===== src/core/scr_pkg.sv =====
// Functional notes
// - sync nine-bit: latch I/O at ninth edge
// - final byte: check CRC 1D0F or LRC 0
// - read-only check error status bit
// - full bit high while queue full
// - empty bit never raises an interrupt
// - byte into full queue sets overrun, error
// - after overrun drop bytes until status read
// - parity error flag, clear on read, error
// - queue bytes, oldest out at data port
// - outside sync: control one drives reset low
// - reset control bit works in all modes
// - sync: reset bit non-inverted, length ignored
// - outside sync: line bit reads present I/O level
// - bypass: written line bit drives I/O
// - sync: line bit holds last edge sample
// - direction one input, zero output (default)
// - clock stop holds level, also in bypass
package scr_pkg;
  localparam int unsigned ADDR_W = 16;
  localparam logic [15:0] ADDR_RX_STATUS = 16'hFE08;
  localparam logic [15:0] ADDR_RX_DATA = 16'hFE09;
  localparam logic [15:0] ADDR_CARD_CTL = 16'hFE0A;
  localparam logic [15:0] ADDR_IRQ_STATUS = 16'hFE10;
  localparam logic [15:0] ADDR_IRQ_CLEAR = 16'hFE11;
  localparam logic [15:0] ADDR_IRQ_ENABLE = 16'hFE12;
  localparam logic [7:0] CARD_CTL_RESET = 8'h21;
  localparam int unsigned FIFO_DEPTH = 4;
  localparam logic [2:0] FIFO_COUNT_FULL = 3'h4;
  localparam logic [15:0] CRC_INIT = 16'hFFFF;
  localparam logic [15:0] CRC_POLY = 16'h1021;
  localparam logic [15:0] CRC_RESIDUE = 16'h1D0F;
  localparam logic [7:0] LRC_RESIDUE = 8'h00;
  localparam logic [3:0] NINTH_EDGE = 4'h9;
  localparam logic [3:0] EIGHTH_EDGE = 4'h8;
  // rx status bit positions
  localparam int unsigned ST_NINTH = 7;
  localparam int unsigned ST_FINAL = 5;
  localparam int unsigned ST_CHECK = 4;
  localparam int unsigned ST_FULL = 3;
  localparam int unsigned ST_EMPTY = 2;
  localparam int unsigned ST_OVR = 1;
  localparam int unsigned ST_PAR = 0;
  // card control bit positions
  localparam int unsigned CC_RST = 7;
  localparam int unsigned CC_IO = 5;
  localparam int unsigned CC_DIR = 4;
  localparam int unsigned CC_C8 = 3;
  localparam int unsigned CC_C4 = 2;
  localparam int unsigned CC_LVL = 1;
  localparam int unsigned CC_STOP = 0;
  // interrupt bit positions
  localparam int unsigned IRQ_DATA = 0;
  localparam int unsigned IRQ_ERR = 1;
  localparam int unsigned IRQ_CHECK = 2;

  typedef enum logic [1:0] {mode_normal, mode_auto, mode_sync, mode_bypass} scr_mode_type;

  typedef struct packed {
    logic [ADDR_W-1:0] addr;
    logic [7:0] wdata;
    logic wr;
    logic rd;
  } scr_bus_type;

  typedef struct packed {
    logic valid;
    logic [7:0] data;
    logic parity_bad;
  } scr_rx_byte_type;

  typedef struct packed {
    logic [FIFO_DEPTH-1:0][7:0] mem;
    logic [1:0] wr_ptr;
    logic [1:0] rd_ptr;
    logic [2:0] count;
    logic ovr;
    logic par;
    logic check_err;
    logic final_rx_byte_flag;
    logic ninth_bit_sample;
    logic [15:0] crc;
    logic [7:0] lrc;
    logic [7:0] card_ctl;
    logic io_sampled;
    logic [1:0] io_sync;
    logic [2:0] clk_sync;
    logic [3:0] edge_count;
    logic [2:0] irq_stat;
    logic [2:0] irq_en;
    logic irq;
    logic [7:0] rd_data;
    logic card_rst_out;
    logic card_io_out;
    logic card_io_oe;
    logic card_clk_out;
  } scr_state_type;

  function automatic logic [15:0] crc_step(input logic [15:0] c, input logic [7:0] d);
    logic [15:0] r;
    r = c;
    for (int i = 7; i >= 0; i--) begin
      r = {r[14:0], 1'b0} ^ ((r[15] ^ d[i]) ? CRC_POLY : 16'h0000);
    end
    return r;
  endfunction
endpackage


===== src/core/scr_card_rx.sv =====
`timescale 1ns/1ps
`default_nettype none
module scr_card_rx (
  input wire logic clk_sys, // 25 MHz system clock
  input wire logic sys_rst, // synchronous reset, high
  input wire scr_pkg::scr_bus_type bus, // register access request
  output logic [7:0] bus_rdata, // read data, cycle after read
  input wire scr_pkg::scr_rx_byte_type rx_byte, // byte from card receiver
  input wire logic crc_restart, // pulse: new message, restart check
  input wire logic check_is_crc, // 1 crc, 0 lrc
  input wire scr_pkg::scr_mode_type mode, // card protocol mode
  input wire logic nine_bit_format_select, // sync nine-bit format
  input wire logic seq_rst_level, // reset level from activation sequencer
  input wire logic clk_gen, // free card clock from divider
  input wire logic card_io_in, // card I/O pin level
  input wire logic card_clk_in, // card clock pin level
  output logic card_rst_out, // card reset pin
  output logic card_io_out, // card I/O drive level
  output logic card_io_oe, // card I/O output enable
  output logic card_clk_out, // card clock pin
  output logic irq // level interrupt
);
  scr_pkg::scr_state_type s;
  scr_pkg::scr_state_type next_s;

  logic rd_status;
  logic rd_data_port;
  logic full;
  logic empty;
  logic clk_rise;
  logic [15:0] crc_new;
  logic [7:0] lrc_new;
  logic check_fail;
  logic line_read;
  logic set_data;
  logic set_err;
  logic set_check;

  always_comb begin
    rd_status = bus.rd && bus.addr == scr_pkg::ADDR_RX_STATUS;
    rd_data_port = bus.rd && bus.addr == scr_pkg::ADDR_RX_DATA;
    full = s.count == scr_pkg::FIFO_COUNT_FULL;
    empty = s.count == 3'h0;
    // second and third stage only; first stage feeds nothing else
    clk_rise = s.clk_sync[1] && !s.clk_sync[2];
    crc_new = scr_pkg::crc_step(s.crc, rx_byte.data);
    lrc_new = s.lrc ^ rx_byte.data;
    check_fail = check_is_crc ? (crc_new != scr_pkg::CRC_RESIDUE) :
                 (lrc_new != scr_pkg::LRC_RESIDUE);
    // sync mode shows the edge sample, otherwise the live line
    line_read = (mode == scr_pkg::mode_sync) ? s.io_sampled : s.io_sync[1];
    set_data = rx_byte.valid && !full && !s.ovr;
    set_err = rx_byte.valid && (full || rx_byte.parity_bad);
    set_check = rx_byte.valid && s.final_rx_byte_flag && check_fail;
  end

  always_comb begin
    next_s = s;
    next_s.io_sync = {s.io_sync[0], card_io_in};
    next_s.clk_sync = {s.clk_sync[1:0], card_clk_in};

    // receive queue
    if (set_data) begin
      next_s.mem[s.wr_ptr] = rx_byte.data;
      next_s.wr_ptr = s.wr_ptr + 2'h1;
    end
    if (rd_data_port && !empty) begin
      next_s.rd_ptr = s.rd_ptr + 2'h1;
    end
    next_s.count = s.count + {2'h0, set_data} - {2'h0, rd_data_port && !empty};

    // sticky flags: a read clears, a same-cycle event wins
    if (rd_status) begin
      next_s.ovr = 1'b0;
      next_s.par = 1'b0;
      next_s.check_err = 1'b0;
    end
    if (rx_byte.valid && full) begin
      next_s.ovr = 1'b1;
    end
    if (rx_byte.valid && rx_byte.parity_bad) begin
      next_s.par = 1'b1;
    end
    if (set_check) begin
      next_s.check_err = 1'b1;
    end

    // running check over the message
    if (crc_restart) begin
      next_s.crc = scr_pkg::CRC_INIT;
      next_s.lrc = 8'h00;
    end else if (rx_byte.valid) begin
      next_s.crc = crc_new;
      next_s.lrc = lrc_new;
    end

    // sync mode bit sampling on card clock rising edges
    if (mode != scr_pkg::mode_sync) begin
      next_s.edge_count = 4'h0;
    end else if (clk_rise) begin
      next_s.io_sampled = s.io_sync[1];
      if ((nine_bit_format_select && s.edge_count == scr_pkg::EIGHTH_EDGE) ||
          (!nine_bit_format_select && s.edge_count == 4'h7)) begin
        next_s.edge_count = 4'h0;
      end else begin
        next_s.edge_count = s.edge_count + 4'h1;
      end
      if (nine_bit_format_select && s.edge_count + 4'h1 == scr_pkg::NINTH_EDGE) begin
        next_s.ninth_bit_sample = s.io_sync[1];
      end
    end

    // register writes
    if (bus.wr) begin
      unique case (bus.addr)
        scr_pkg::ADDR_RX_STATUS: next_s.final_rx_byte_flag = bus.wdata[scr_pkg::ST_FINAL];
        scr_pkg::ADDR_CARD_CTL: next_s.card_ctl = bus.wdata;
        scr_pkg::ADDR_IRQ_CLEAR: next_s.irq_stat = s.irq_stat & ~bus.wdata[2:0];
        scr_pkg::ADDR_IRQ_ENABLE: next_s.irq_en = bus.wdata[2:0];
        default: next_s.card_ctl = s.card_ctl;
      endcase
    end

    // interrupt events; empty status is not a source
    if (set_data) begin
      next_s.irq_stat[scr_pkg::IRQ_DATA] = 1'b1;
    end
    if (set_err) begin
      next_s.irq_stat[scr_pkg::IRQ_ERR] = 1'b1;
    end
    if (set_check) begin
      next_s.irq_stat[scr_pkg::IRQ_CHECK] = 1'b1;
    end
    next_s.irq = |(next_s.irq_stat & next_s.irq_en);

    // read data, one cycle after the strobe
    next_s.rd_data = 8'h00;
    if (bus.rd) begin
      unique case (bus.addr)
        scr_pkg::ADDR_RX_STATUS: begin
          next_s.rd_data[scr_pkg::ST_NINTH] = s.ninth_bit_sample;
          next_s.rd_data[scr_pkg::ST_FINAL] = s.final_rx_byte_flag;
          next_s.rd_data[scr_pkg::ST_CHECK] = s.check_err;
          next_s.rd_data[scr_pkg::ST_FULL] = full;
          next_s.rd_data[scr_pkg::ST_EMPTY] = empty;
          next_s.rd_data[scr_pkg::ST_OVR] = s.ovr;
          next_s.rd_data[scr_pkg::ST_PAR] = s.par;
        end
        scr_pkg::ADDR_RX_DATA: next_s.rd_data = empty ? 8'h00 : s.mem[s.rd_ptr];
        scr_pkg::ADDR_CARD_CTL: begin
          next_s.rd_data = s.card_ctl;
          next_s.rd_data[6] = 1'b0;
          next_s.rd_data[scr_pkg::CC_IO] = line_read;
        end
        scr_pkg::ADDR_IRQ_STATUS: next_s.rd_data = {5'h00, s.irq_stat};
        scr_pkg::ADDR_IRQ_ENABLE: next_s.rd_data = {5'h00, s.irq_en};
        default: next_s.rd_data = 8'h00;
      endcase
    end

    // card reset line; the control bit acts in every mode
    unique case (mode)
      scr_pkg::mode_sync: next_s.card_rst_out = s.card_ctl[scr_pkg::CC_RST];
      scr_pkg::mode_auto: next_s.card_rst_out =
          !s.card_ctl[scr_pkg::CC_RST] && seq_rst_level;
      default: next_s.card_rst_out = !s.card_ctl[scr_pkg::CC_RST];
    endcase

    // card I/O drive; other modes leave the pin to the transmitter
    if (mode == scr_pkg::mode_bypass || mode == scr_pkg::mode_sync) begin
      next_s.card_io_oe = !s.card_ctl[scr_pkg::CC_DIR];
      next_s.card_io_out = s.card_ctl[scr_pkg::CC_IO];
    end else begin
      next_s.card_io_oe = 1'b0;
      next_s.card_io_out = 1'b0;
    end

    // card clock; bypass drives the level bit directly
    if (mode == scr_pkg::mode_bypass || s.card_ctl[scr_pkg::CC_STOP]) begin
      next_s.card_clk_out = s.card_ctl[scr_pkg::CC_LVL];
    end else begin
      next_s.card_clk_out = clk_gen;
    end
  end

  always_ff @(posedge clk_sys) begin
    if (sys_rst) begin
      s <= '0;
      s.card_ctl <= scr_pkg::CARD_CTL_RESET;
      s.crc <= scr_pkg::CRC_INIT;
      s.card_rst_out <= 1'b1;
    end else begin
      s <= next_s;
    end
  end

  assign bus_rdata = s.rd_data;
  assign card_rst_out = s.card_rst_out;
  assign card_io_out = s.card_io_out;
  assign card_io_oe = s.card_io_oe;
  assign card_clk_out = s.card_clk_out;
  assign irq = s.irq;
endmodule
`default_nettype wire


===== config.mk =====
export PLATFORM = sky130hd
export DESIGN_NAME = scr_card_rx
export DESIGN_NICKNAME = d
export VERILOG_FILES = /design/src/core/scr_pkg.sv /design/src/core/scr_card_rx.sv
export SDC_FILE = /design/constraint.sdc
export NUM_CORES = 1
export LEC_CHECK = 0
export BUFFER_PORTS_ARGS = -buffer_cell sky130_fd_sc_hd__buf_2
export CAP_MARGIN = 5
export CORE_MARGIN = 2
export CORE_UTILIZATION = 55
export CTS_BUF_LIST = sky130_fd_sc_hd__clkbuf_4
export CTS_CLUSTER_DIAMETER = 80
export CTS_CLUSTER_SIZE = 40
export DETAILED_ROUTE_END_ITERATION = 12
export HOLD_SLACK_MARGIN = 0.03
export PLACE_DENSITY = 0.89
export SETUP_SLACK_MARGIN = 0.2
export SLEW_MARGIN = 25
export SYNTH_ARGS = -nofsm -noshare
export SYNTH_HDL_FRONTEND = slang
export SYNTH_SLANG_ARGS = --single-unit

===== constraint.sdc =====
create_clock -name clk_sys -period 2.9 [get_ports clk_sys]
set_input_delay 0.29 -clock clk_sys [delete_from_list [all_inputs] [get_ports clk_sys]]
set_output_delay 0.29 -clock clk_sys [all_outputs]
set_load 0.02 [all_outputs]

# After elaboration in Yosys (flattened, before gate mapping)
# Index checks and enable logic that the tools add are counted.
# Widths: inputs -> output; s select.
[word_totals]
register_bits = 105
[classes]
add_sub_neg = 5
order_cmp = 3
eq_ne = 15
muxes = 31
bitwise = 24
n_reduce_logical = 42
[op_table]
columns = ["op", "n"]
rows = [
  ["$xor 16x13->16", 8],
  ["$mux 13", 8],
  ["$eq 16x16->1 const B", 6],
  ["$bwmux 32", 1],
  ["$pmux 6 s5", 1],
  ["$mux 8", 3],
  ["$bmux 8 s2", 1],
  ["$demux 8 s2", 1],
  ["$logic_and 1x1->1", 16],
  ["$ne 16x13->1 const B", 1],
  ["$mux 1", 9],
  ["$mux 3", 3],
  ["$eq 4x4->1 const B", 2],
  ["$reduce_bool 8->1", 1],
  ["$reduce_or 2->1", 4],
  ["$xor 1x1->1", 8],
  ["$xor 8x8->8", 1],
  ["$logic_not 1->1", 7],
  ["$and 3x3->3", 2],
  ["$lt 2x3->1 const B", 2],
  ["$mux 6", 1],
  ["$reduce_and 2->1", 3],
  ["$reduce_bool 2->1", 3],
  ["$add 2x1->2 const B", 2],
  ["other kinds (19)", 26],
]

# Depth between registers and ports, before layout
# Gate-level depths: netlist of the first run.
[depth]
ltp_word = 30
ltp_mapped = 13

# Worst setup path after synthesis of the first run
# No wires, ideal clock.
[synth_path]
kind = "input-to-reg"
startpoint = "input port bus[15] in the netlist's numbering"
endpoint = "register s[68] in the netlist's numbering"
setup_ps = 128
arrival_ps = 2769
required_ps = 2772
slack_ps = 3
cell_stages = 13
n_path_buf = 1
path_cell_list = "or4_1 -> nor3_1 -> and3b_1 -> clkbuf_1 -> and2_1 -> ha_1 -> inv_1 -> ha_1 -> inv_1 -> fa_1 -> xor2_1 -> xnor2_1 -> nor2_1"
[synth_between]
elab_chain_cells = 4
[synth_rtl]
columns = ["item", "line", "text"]
rows = [
  ["start, declared", "scr_card_rx.sv:6", "input wire scr_pkg::scr_bus_type bus,"],
  ["$eq 16x16->1", "scr_card_rx.sv:41", "rd_data_port = bus.rd && bus.addr == scr_pkg::ADDR_RX_DATA;"],
  ["$logic_and 1x1->1", "scr_card_rx.sv:41", ""],
  ["$logic_and 1x1->1", "scr_card_rx.sv:70", "next_s.count = s.count + {2'h0, set_data} - {2'h0, rd_data_port && !empty};"],
  ["$sub 3x1->3", "scr_card_rx.sv:70", ""],
  ["end signal, assigned", "scr_card_rx.sv:193", "s <= next_s;"],
  ["end, declared", "scr_card_rx.sv:23", "scr_pkg::scr_state_type s;"],
]
# Every way passes these cells.
# A chain may end at the register's enable or synchronous reset.

# Worst setup path after layout of the first run
[layout_path]
startpoint = "register s[67] in the netlist's numbering"
endpoint = "register s[68] in the netlist's numbering"
[layout_between]
elab_chain_cells = 6
word_cells_on_any_way = 9
classes_between = "2 x add/sub; 1 x eq/ne; 6 x reduce/logical"
[layout_rtl]
columns = ["item", "line", "text"]
rows = [
  ["$eq 3x3->1", "scr_card_rx.sv:42", "full = s.count == scr_pkg::FIFO_COUNT_FULL;"],
  ["$logic_not 1->1", "scr_card_rx.sv:52", "set_data = rx_byte.valid && !full && !s.ovr;"],
  ["$logic_and 1x1->1 (2 in series)", "scr_card_rx.sv:52", ""],
  ["$add 3x1->3", "scr_card_rx.sv:70", ""],
  ["$sub 3x1->3 *", "scr_card_rx.sv:70", ""],
]
# Mark *: on every way between the ends. The rest lies on a longest branch, timed or not.

==> run metrics, run 1 <==
syn nets=625; Power Density=562 nW/um^2; VDD IR max=0.306 mV; die area=between 10,000 and 15,000 sq um; Synth-to-Final Area Change=8.29%; Ant. Diodes=0; total gr overflow=0; hpwl dp=8.47 mm; outcome=completed; Setup WS pre-CTS=50.0 ps; Clock Skew=between 10 and 15 ps; Logic pwr share=0.235; crit path kind=flop to flop; number of flops mapped to enable cells by yosys=0; Post-Synthesis Cells=565; clk_lat worst skew=around 470 ps; largest cells by area after synthesis=dfxtp_1, nand2_1, xor2_1; leak pwr=0.00224 uW; PortBufs=58; vias=roughly 4,200; Synth area leader=dfxtp_1; part of the power in the clock network=0.245; critical-path maximum fanout=6; R2R setup slack=400 ps; nets@finish=660; setup TNS=0 ps; async set or reset register ratio after synthesis=0; Reg2Reg Depth=11; commonest cells after routing, fill and taps aside=dfxtp_1, nand2_1, buf_2; Placed Area=between 5000 and 6000 sq um; Worst Hold Depth=3; DRC viols=0; Slew HR=0.601; synthesis-stage register bit count=approximately 100; Worst Max-Slew Pin Slew=597 ps; Seq/Total Area, Yosys=0.407; max cap viols=0; most common cell after layout, fill and taps aside=dfxtp_1; WP data required=between 3000 and 4000 ps; Placer Congestion=0.932; DRT Wirelength=between 10 and 15 mm; Reg2Reg Capture Point=s[68]; Seq pwr share=0.520; Final Power=3110 uW; Worst setup EP type=flop; First-pass DRT Iterations=5; Synth Area per Inst=roughly 9 sq um; Site Rows=35; post-layout min period=about 2500 ps; HP Start=clk_gen; Final Hold Viols=0; crit path launch type=flop; setup bufs post-CTS=0; initial antenna violation count=0; final worst slack=about 400 ps; Mapped Area=between 5000 and 6000 sq um; post-route clock period utilization=0.863; FMAX=0.400 GHz; Yosys cell types=66; Slew Viols, Final=0; root buf cell=clkbuf_4; internal power=around 2100 uW; H-tree levels=3; pin count of the biggest net entering global routing=41; Fin Hold WS=36.5 ps; initial DRC count=306; first-pass GRT wire length=slightly below 20 mm; Worst-path clk slew=approximately 150 ps; critical path data arrival time=2870 ps; ANT nets after route=0; min-delay worst type=input port to flop; design area=around 5500 sq um; YS warnings=0; Via-to-Cell Ratio=5.91; # setup viols final=0; Num CTS Buffers=9; reg2reg start=s[67]; CTS tree=built; switching part of the total=0.331; All-Layer GR Usage=0.245; unrepaired setup endpoints after global routing=no; fraction of layout cells with a size suffix above 1=0.190; Initial Util=0.559; Core Region=9150 sq um; deepest clock path buffer count=2; IO Count=60; Sw Pwr=approximately 1000 uW; number of clock sinks=between 100 and 150; Die H=100 um; vias in the first global route=about 4,100; Synth Flop Type=dfxtp_1; drt wl/cell=around 16 um; Synth top area share=0.407; Die Wd=roughly 100 um; Hold Path Sink=card_clk_out
[flip-flops by register name (all words and copies together) (netlist names)]
register and flops:
card_io_oe 1, card_io_out 1, irq 1, next_s 3, s 88, bus_rdata 8
card_clk_out 1, card_rst_out 1
[cell usage after synthesis (all sizes together), types with 3 or more instances]
| cell type | count |
|---|---|
| mux4 | 8 |
| dfxtp | 104 |
| ha | 12 |
| a22oi | 8 |
| o21a | 4 |
| clkbuf | 26 |
| o221ai | 4 |
| xor2 | 29 |
| xnor2 | 17 |
| nor2 | 43 |
| a21o | 3 |
| and3 | 5 |
| a32oi | 3 |
| nand2 | 88 |
| nand3 | 40 |
| nor3 | 5 |
| buf | 18 |
| mux2i | 18 |
| a21oi | 46 |
| a31oi | 4 |
| nor3b | 4 |
| nand4 | 6 |
| nor4 | 4 |
| o21ai | 9 |
| inv | 15 |
| a21boi | 3 |
| nor2b | 11 |
[worst max-delay path by stage]
stage                 start     to  slack, ps
finish                s[67]  s[68]        400
global placement    bus[15]  s[68]        190
floorplan           bus[15]  s[68]        210
CTS                   s[68]  s[68]        310
global route          s[67]  s[68]        220
detailed placement  bus[15]  s[68]         50
[critical path: stages, from the launching register on]
cell	delay (ps)
dfxtp_1	430
o31a_1	340
and3b_1	200
and2_1	160
ha_1	260
inv_1	60
ha_1	140
inv_1	50
fa_1	370
xor2_1	190
xnor2_1	150
nor2_1	70
[kinds of logic (layout without fill, tap and decap cells)]
| family | Yosys count | after routing | share of synthesized area |
|---|---|---|---|
| muxes | 27 | 27 | 0.0726 |
| adders and majority gates | 13 | 13 | 0.0333 |
| AOI/OAI and AO/OA | 93 | 93 | 0.120 |
| DFF | 104 | 104 | 0.407 |
| xor gates and xnor gates | 47 | 47 | 0.0986 |
| and+or+nand+nor | 221 | 221 | 0.210 |
| buffers and inverters | 60 | 100 | 0.0594 |
[layer usage]
layer	wire length (um)	global-route usage	vias to the layer above
met1	4790	0.307	1998
li1	-	-	2000
met4	295	0.0948	0
met3	897	0.0613	31
met5	0	0	-
met2	5760	0.409	200
[power groups by stage]
stage	registers (uW)	logic, uW	clock network (uW)
after floorplan	1630	540	0
after global placement	1640	672	0
after detailed placement	1650	713	0
after CTS	1620	721	766
after global routing	1630	804	826
final	1620	731	762
[through the flow]
step / util / cells
3_3_place_gp: 0.588 / 698
2_1_floorplan: - / 565
4_1_cts: 0.605 / 716
5_1_grt: 0.605 / 716
3_5_place_dp: 0.588 / 698
6_report: 0.605 / 716
[timing repair]
action / 4_1_cts / 5_1_grt
endpoints found under the setup margin: 0 / 1
resized for setup: 0 / 1
hold buffers: 2 / 0
endpoints found under the hold margin: 2 / 0
[area by class of cell]
cell class / instances / area [sq um]
tap: 111 / 139
sequential: 104 / 2080
clock inverter: 7 / 68.8
timing repair buffer: 69 / 378
inverter: 15 / 56.3
fill: 748 / 3610
multi-input combinational: 401 / 2750
clock buffer: 9 / 67.6
Power figures use the tool's default switching activity.
==> inputs of run 2 (changes only) <==
--- a/config.mk
+++ b/config.mk
@@ -8,13 +8,13 @@
 export BUFFER_PORTS_ARGS = -buffer_cell sky130_fd_sc_hd__buf_2
 export CAP_MARGIN = 5
 export CORE_MARGIN = 2
-export CORE_UTILIZATION = 55
+export CORE_UTILIZATION = 30
 export CTS_BUF_LIST = sky130_fd_sc_hd__clkbuf_4
 export CTS_CLUSTER_DIAMETER = 80
 export CTS_CLUSTER_SIZE = 40
 export DETAILED_ROUTE_END_ITERATION = 12
 export HOLD_SLACK_MARGIN = 0.03
-export PLACE_DENSITY = 0.89
+export PLACE_DENSITY = 0.58
 export SETUP_SLACK_MARGIN = 0.2
 export SLEW_MARGIN = 25
 export SYNTH_ARGS = -nofsm -noshare
==> run 2 against run 1 <==
Against the previous run:
- worst setup slack better by 46 ps
- clock-buffer cell count is 1 higher
- non-clock buffer count is 4 higher
- highest routed layer unchanged
- sequential share of layout area is 1.0 points lower
- design area is 2.8% higher
==> run metrics, run 2 (same netlist as run 1, synthesis figures left out) <==
IO Count=60; Core Region=roughly 17,000 sq um; Worst-path clk slew=approximately 150 ps; critical path data arrival time=approximately 2800 ps; VDD IR max=about 0.23 mV; most common cell after layout, fill and taps aside=dfxtp_1; Initial Util=0.307; design area=5700 sq um; clk_lat worst skew=between 400 and 500 ps; ANT nets after route=0; hpwl dp=a little over 9 mm; fraction of layout cells with a size suffix above 1=0.193; Placed Area=5540 sq um; crit path kind=flop to flop; CTS tree=built; Worst Hold Depth=3; Crit path max-delay family=adder cells; # setup viols final=0; post-layout min period=2460 ps; Via-to-Cell Ratio=about 5; Worst Max-Slew Pin Slew=543 ps; vias in the first global route=3,975; nets@finish=approximately 660; Slew HR=0.637; worst-path cell chain=o31a_1, and3b_1, and2_1, ha_1, inv_1, ha_1, inv_1, fa_1, xor2_1, xnor2_1, nor2_1; initial antenna violation count=1; DRC viols=0; Filler cells=approximately 1,700; outcome=completed; Final Hold Viols=0; Fin Hold WS=60.2 ps; setup TNS=0 ps; DRT Wirelength=12.6 mm; Die H=135 um; total gr overflow=0; Largest register FFs=88; Num CTS Buffers=9; PortBufs=58; crit path launch type=flop; initial DRC count=between 300 and 400; WP data required=roughly 3300 ps; Placer Congestion=~0.85; post-route clock period utilization=0.847; Power Density=539 nW/um^2; drt wl/cell=15.2 um; Synth-to-Final Area Change=11.4%; All-Layer GR Usage=0.142; commonest cells after routing, fill and taps aside=dfxtp_1, nand2_1, buf_2; min-delay worst type=input port to flop; deepest clock path buffer count=2; First-pass DRT Iterations=5; Reg2Reg Depth=11; Worst setup EP type=flop; Die Wd=approximately 130 um; critical-path maximum fanout=6; pin count of the biggest net entering global routing=between 40 and 50; FMAX=0.407 GHz; leak pwr=0.00226 uW; R2R setup slack=440 ps; unrepaired setup endpoints after global routing=no; Slew Viols, Final=0; worst path bufs/invs=2; die area=18,100 sq um; setup bufs post-CTS=0; H-tree levels=3; Final Util=0.342; crit-path max cell delay=just over 400 ps; vias=4,056; number of clock sinks=104; Site Rows=47; first-pass GRT wire length=20.3 mm; Crit. path cell count=11; root buf cell=clkbuf_4; slowest library cell on the worst path=dfxtp_1; Clock Skew=~16 ps; largest reg by FF count=s; max cap viols=0
## run 2: cell types whose count changed in the layout (fill, tap and decap cells not counted), sizes merged
cell         change
buf              +3
dlygate4sd3      +1
clkinv           -1
inv              -2
diode            +1
clkbuf           +1
## run 2: path summary, 6_finish.rpt
| check | from | endpoint |
|---|---|---|
| min | bus[6] | s[33] |
| max | s[67] | s[68] |
| max reg2reg | s[67] | s[68] |
| min reg2reg | s[34] | card_io_out |
## run 2: final cells by class
cell class | count | area (sq um) | area share
Inverter | 15 | 56.3 | 0.00988
Timing Repair Buffer | 73 | 410 | 0.0720
Clock buffer | 10 | 75.1 | 0.0132
Antenna cell | 1 | 2.50 | 0.000439
Tap cell | 220 | 275 | 0.0483
Sequential cell | 104 | 2080 | 0.365
Multi-Input combinational cell | 401 | 2750 | 0.482
Clock inverter | 4 | 47.5 | 0.00834
## run 2: routing by layer
metal  vias up  global-route usage  share of wire
met2       128               0.228           0.46
met5         -                   0              0
met1      1909               0.191           0.47
met3        15              0.0308          0.050
li1       2004                   -              -
met4         0              0.0433          0.014
## run 2: what timing repair did
| item | 4_1_cts | 5_1_grt |
|---|---|---|
| hold buffers | 3 | 0 |
| gates resized for setup | 0 | 1 |
| endpoints found under the hold margin | 3 | 0 |
| setup endpoints to repair | 0 | 1 |
## run 2: power breakdown
| group | internal, uW | total, uW | switching [uW] |
|---|---|---|---|
| registers | 1530 | 1620 | 86.2 |
| clock network | 261 | 734 | 473 |
| logic | 287 | 716 | 429 |
| total | 2080 | 3070 | 988 |
## run 2: worst register-to-register path, stage by stage (launching register included)
cell     delay [ps]
dfxtp_1         410
o31a_1          330
and3b_1         190
and2_1          170
ha_1            270
inv_1            60
ha_1            130
inv_1            50
fa_1            370
xor2_1          180
xnor2_1         130
nor2_1           50
## run 2: through the flow
stage / setup WS [ps] / power, uW / cells
after floorplan: 214 / 2170 / 565
after global placement: 170 / 2330 / 810
after detailed placement: 105 / 2360 / 810
after CTS: 372 / 3100 / 827
after global routing: 276 / 3240 / 828
final: 443 / 3070 / 828
==> inputs of run 3 (changes only) <==
==> constraint.sdc (replaced) <==
create_clock -name clk_sys -period 2 [get_ports clk_sys]
set_input_delay 0.2 -clock clk_sys [delete_from_list [all_inputs] [get_ports clk_sys]]
set_output_delay 0.2 -clock clk_sys [all_outputs]
set_load 0.02 [all_outputs]
==> run 3 against run 2 <==
Against the previous run:
- sequential power increased by 44%
- largest cell class unchanged
- the flow now finishes with violations (negative setup slack)
- via count up 4.6%
- combinational power grew 93%
- worst setup slack got worse by 800 ps
- sequential share of layout area decreased by 2.7 points
- critical path depth is the same
- design area rose by 8.8%
- clock power up 35%
==> run metrics, run 3 (same netlist as run 1, synthesis figures left out) <==
final worst slack=-355 ps; leak pwr=0.00252 uW; unrepaired setup endpoints after global routing=yes; DR WL met3=509 um; critical path data arrival time=2720 ps; Final Non-Filler Cells=880; drt wl/cell=15.4 um; ANT nets after route=0; max cap viols=0; Initial Util=0.307; All-Layer GR Usage=0.153; post-layout min period=2360 ps; total gr overflow=0; root buf cell=clkbuf_4; initial DRC count=241; Clock Skew=15.6 ps; critical-path maximum fanout=2; Reg2Reg Capture Point=s[68]; most common cell after layout, fill and taps aside=dfxtp_1; DRC viols=0; clk_lat worst skew=470 ps; crit path launch type=flop; pin count of the biggest net entering global routing=59; Synth-to-Final Area Change=21.2%; DR WL met2=6.60 mm; die area=18,100 sq um; first-pass GRT wire length=~22 mm; H-tree levels=3; Ant. Diodes=0; # setup viols final=4; fraction of layout cells with a size suffix above 1=0.271; number of clock sinks=around 100; outcome=complete, but fails checks; failing checks=negative setup slack; vias in the first global route=4,199; Slew HR=0.688; Hold Path Sink=card_rst_out; dpl cells=841; VDD IR max=0.303 mV; largest reg by FF count=s; Largest register FFs=88; R2R setup slack=-360 ps; crit path kind=flop to flop; CTS tree=built; nets@finish=715; Num CTS Buffers=9; Slew Viols, Final=0; commonest cells after routing, fill and taps aside=dfxtp_1, nand2_1, buf_2; DRT Wirelength=approximately 14 mm; WP data required=between 2000 and 2500 ps; First-pass DRT Iterations=5; Site Rows=47; Reg2Reg Depth=11; deepest clock path buffer count=2; Fin Hold WS=around 52 ps; Final Hold Viols=0; Via-to-Cell Ratio=4.82; Core Region=about 17,000 sq um; Worst Hold Depth=3; PortBufs=58; wire length on met1=6.40 mm; initial antenna violation count=0; hpwl dp=9.66 mm; reg2reg start=s[67]; Worst setup EP type=flop; post-route clock period utilization=1.18; Die H=135 um; top layer used by detailed routing=met4; min-delay worst type=input port to flop; Die Wd=135 um; FMAX=0.425 GHz; Worst-path clk slew=160 ps; vias=4,243; HP Start=seq_rst_level; Power Density=758 nW/um^2; IO Count=60; Worst Max-Slew Pin Slew=468 ps; Placer Congestion=0.892
[run 3: cell types whose count changed in the layout (fill, tap and decap cells not counted), moves of 4 or more]
cell	before	now
dfxtp_1	104	96
nand2_1	88	84
dlygate4sd3_1	3	11
dfxtp_2	0	6
nand2_2	0	4
buf_4	12	51
[run 3: worst max path at each step]
| stage | startpoint | endpoint | slack (ps) | cells after the start |
|---|---|---|---|---|
| 2_1_floorplan | bus[15] | s[68] | -600 | 13 |
| 3_5_place_dp | bus[15] | s[68] | -640 | 13 |
| 3_3_place_gp | bus[15] | s[68] | -570 | 13 |
| 5_1_grt | s[67] | s[68] | -460 | 11 |
| 4_1_cts | s[66] | s[68] | -330 | 11 |
| 6_report | s[67] | s[68] | -360 | 11 |
[run 3: power by group]
group / total (uW) / internal [uW] / switching [uW]
logic: 1380 / 633 / 746
registers: 2330 / 2230 / 104
clock network: 989 / 257 / 731
total: 4700 / 3120 / 1580
[run 3: what timing repair did]
item | 4_1_cts | 5_1_grt
endpoints found under the setup margin | 37 | 29
gates cloned | 0 | 0
pin swaps | 8 | 6
gates resized for setup | 10 | 14
hold buffers | 10 | 1
hold endpoints to repair | 11 | 1
setup buffers | 6 | 6
[run 3: layout make-up]
type	instances	area (sq um)
fillers	1697	10400
clock buffers	9	67.6
well taps	220	275
flip-flops and latches	104	2100
inverters	15	56.3
multi-input cells	401	2810
clock inverters	7	46.3
repair buffers	124	848
[run 3: stage by stage]
step                setup TNS [ps]   util  cell area [sq um]  worst slack (ps)  power [uW]
floorplan                    -1060      -               5160              -596        3150
global placement             -1090  0.350               5820              -567        3550
detailed placement           -1280  0.350               5820              -638        3590
CTS                           -620  0.366               6100              -330        4660
global route                  -858  0.372               6200              -462        4980
finish                        -631  0.372               6200              -355        4700
[run 3: metal layers]
layer	up-vias	track usage
met4	0	0.0351
li1	2105	-
met2	102	0.259
met5	-	0
met3	6	0.0308
met1	2030	0.203
[run 3: critical path, stage by stage (launching register included)]
cell and delay [ps]:
dfxtp_2 350, o31a_1 310, and3b_1 190, and2_1 160, ha_1 280, inv_1 60
ha_1 130, inv_1 60, fa_2 330, xor2_1 190, xnor2_1 140, nor2_1 50
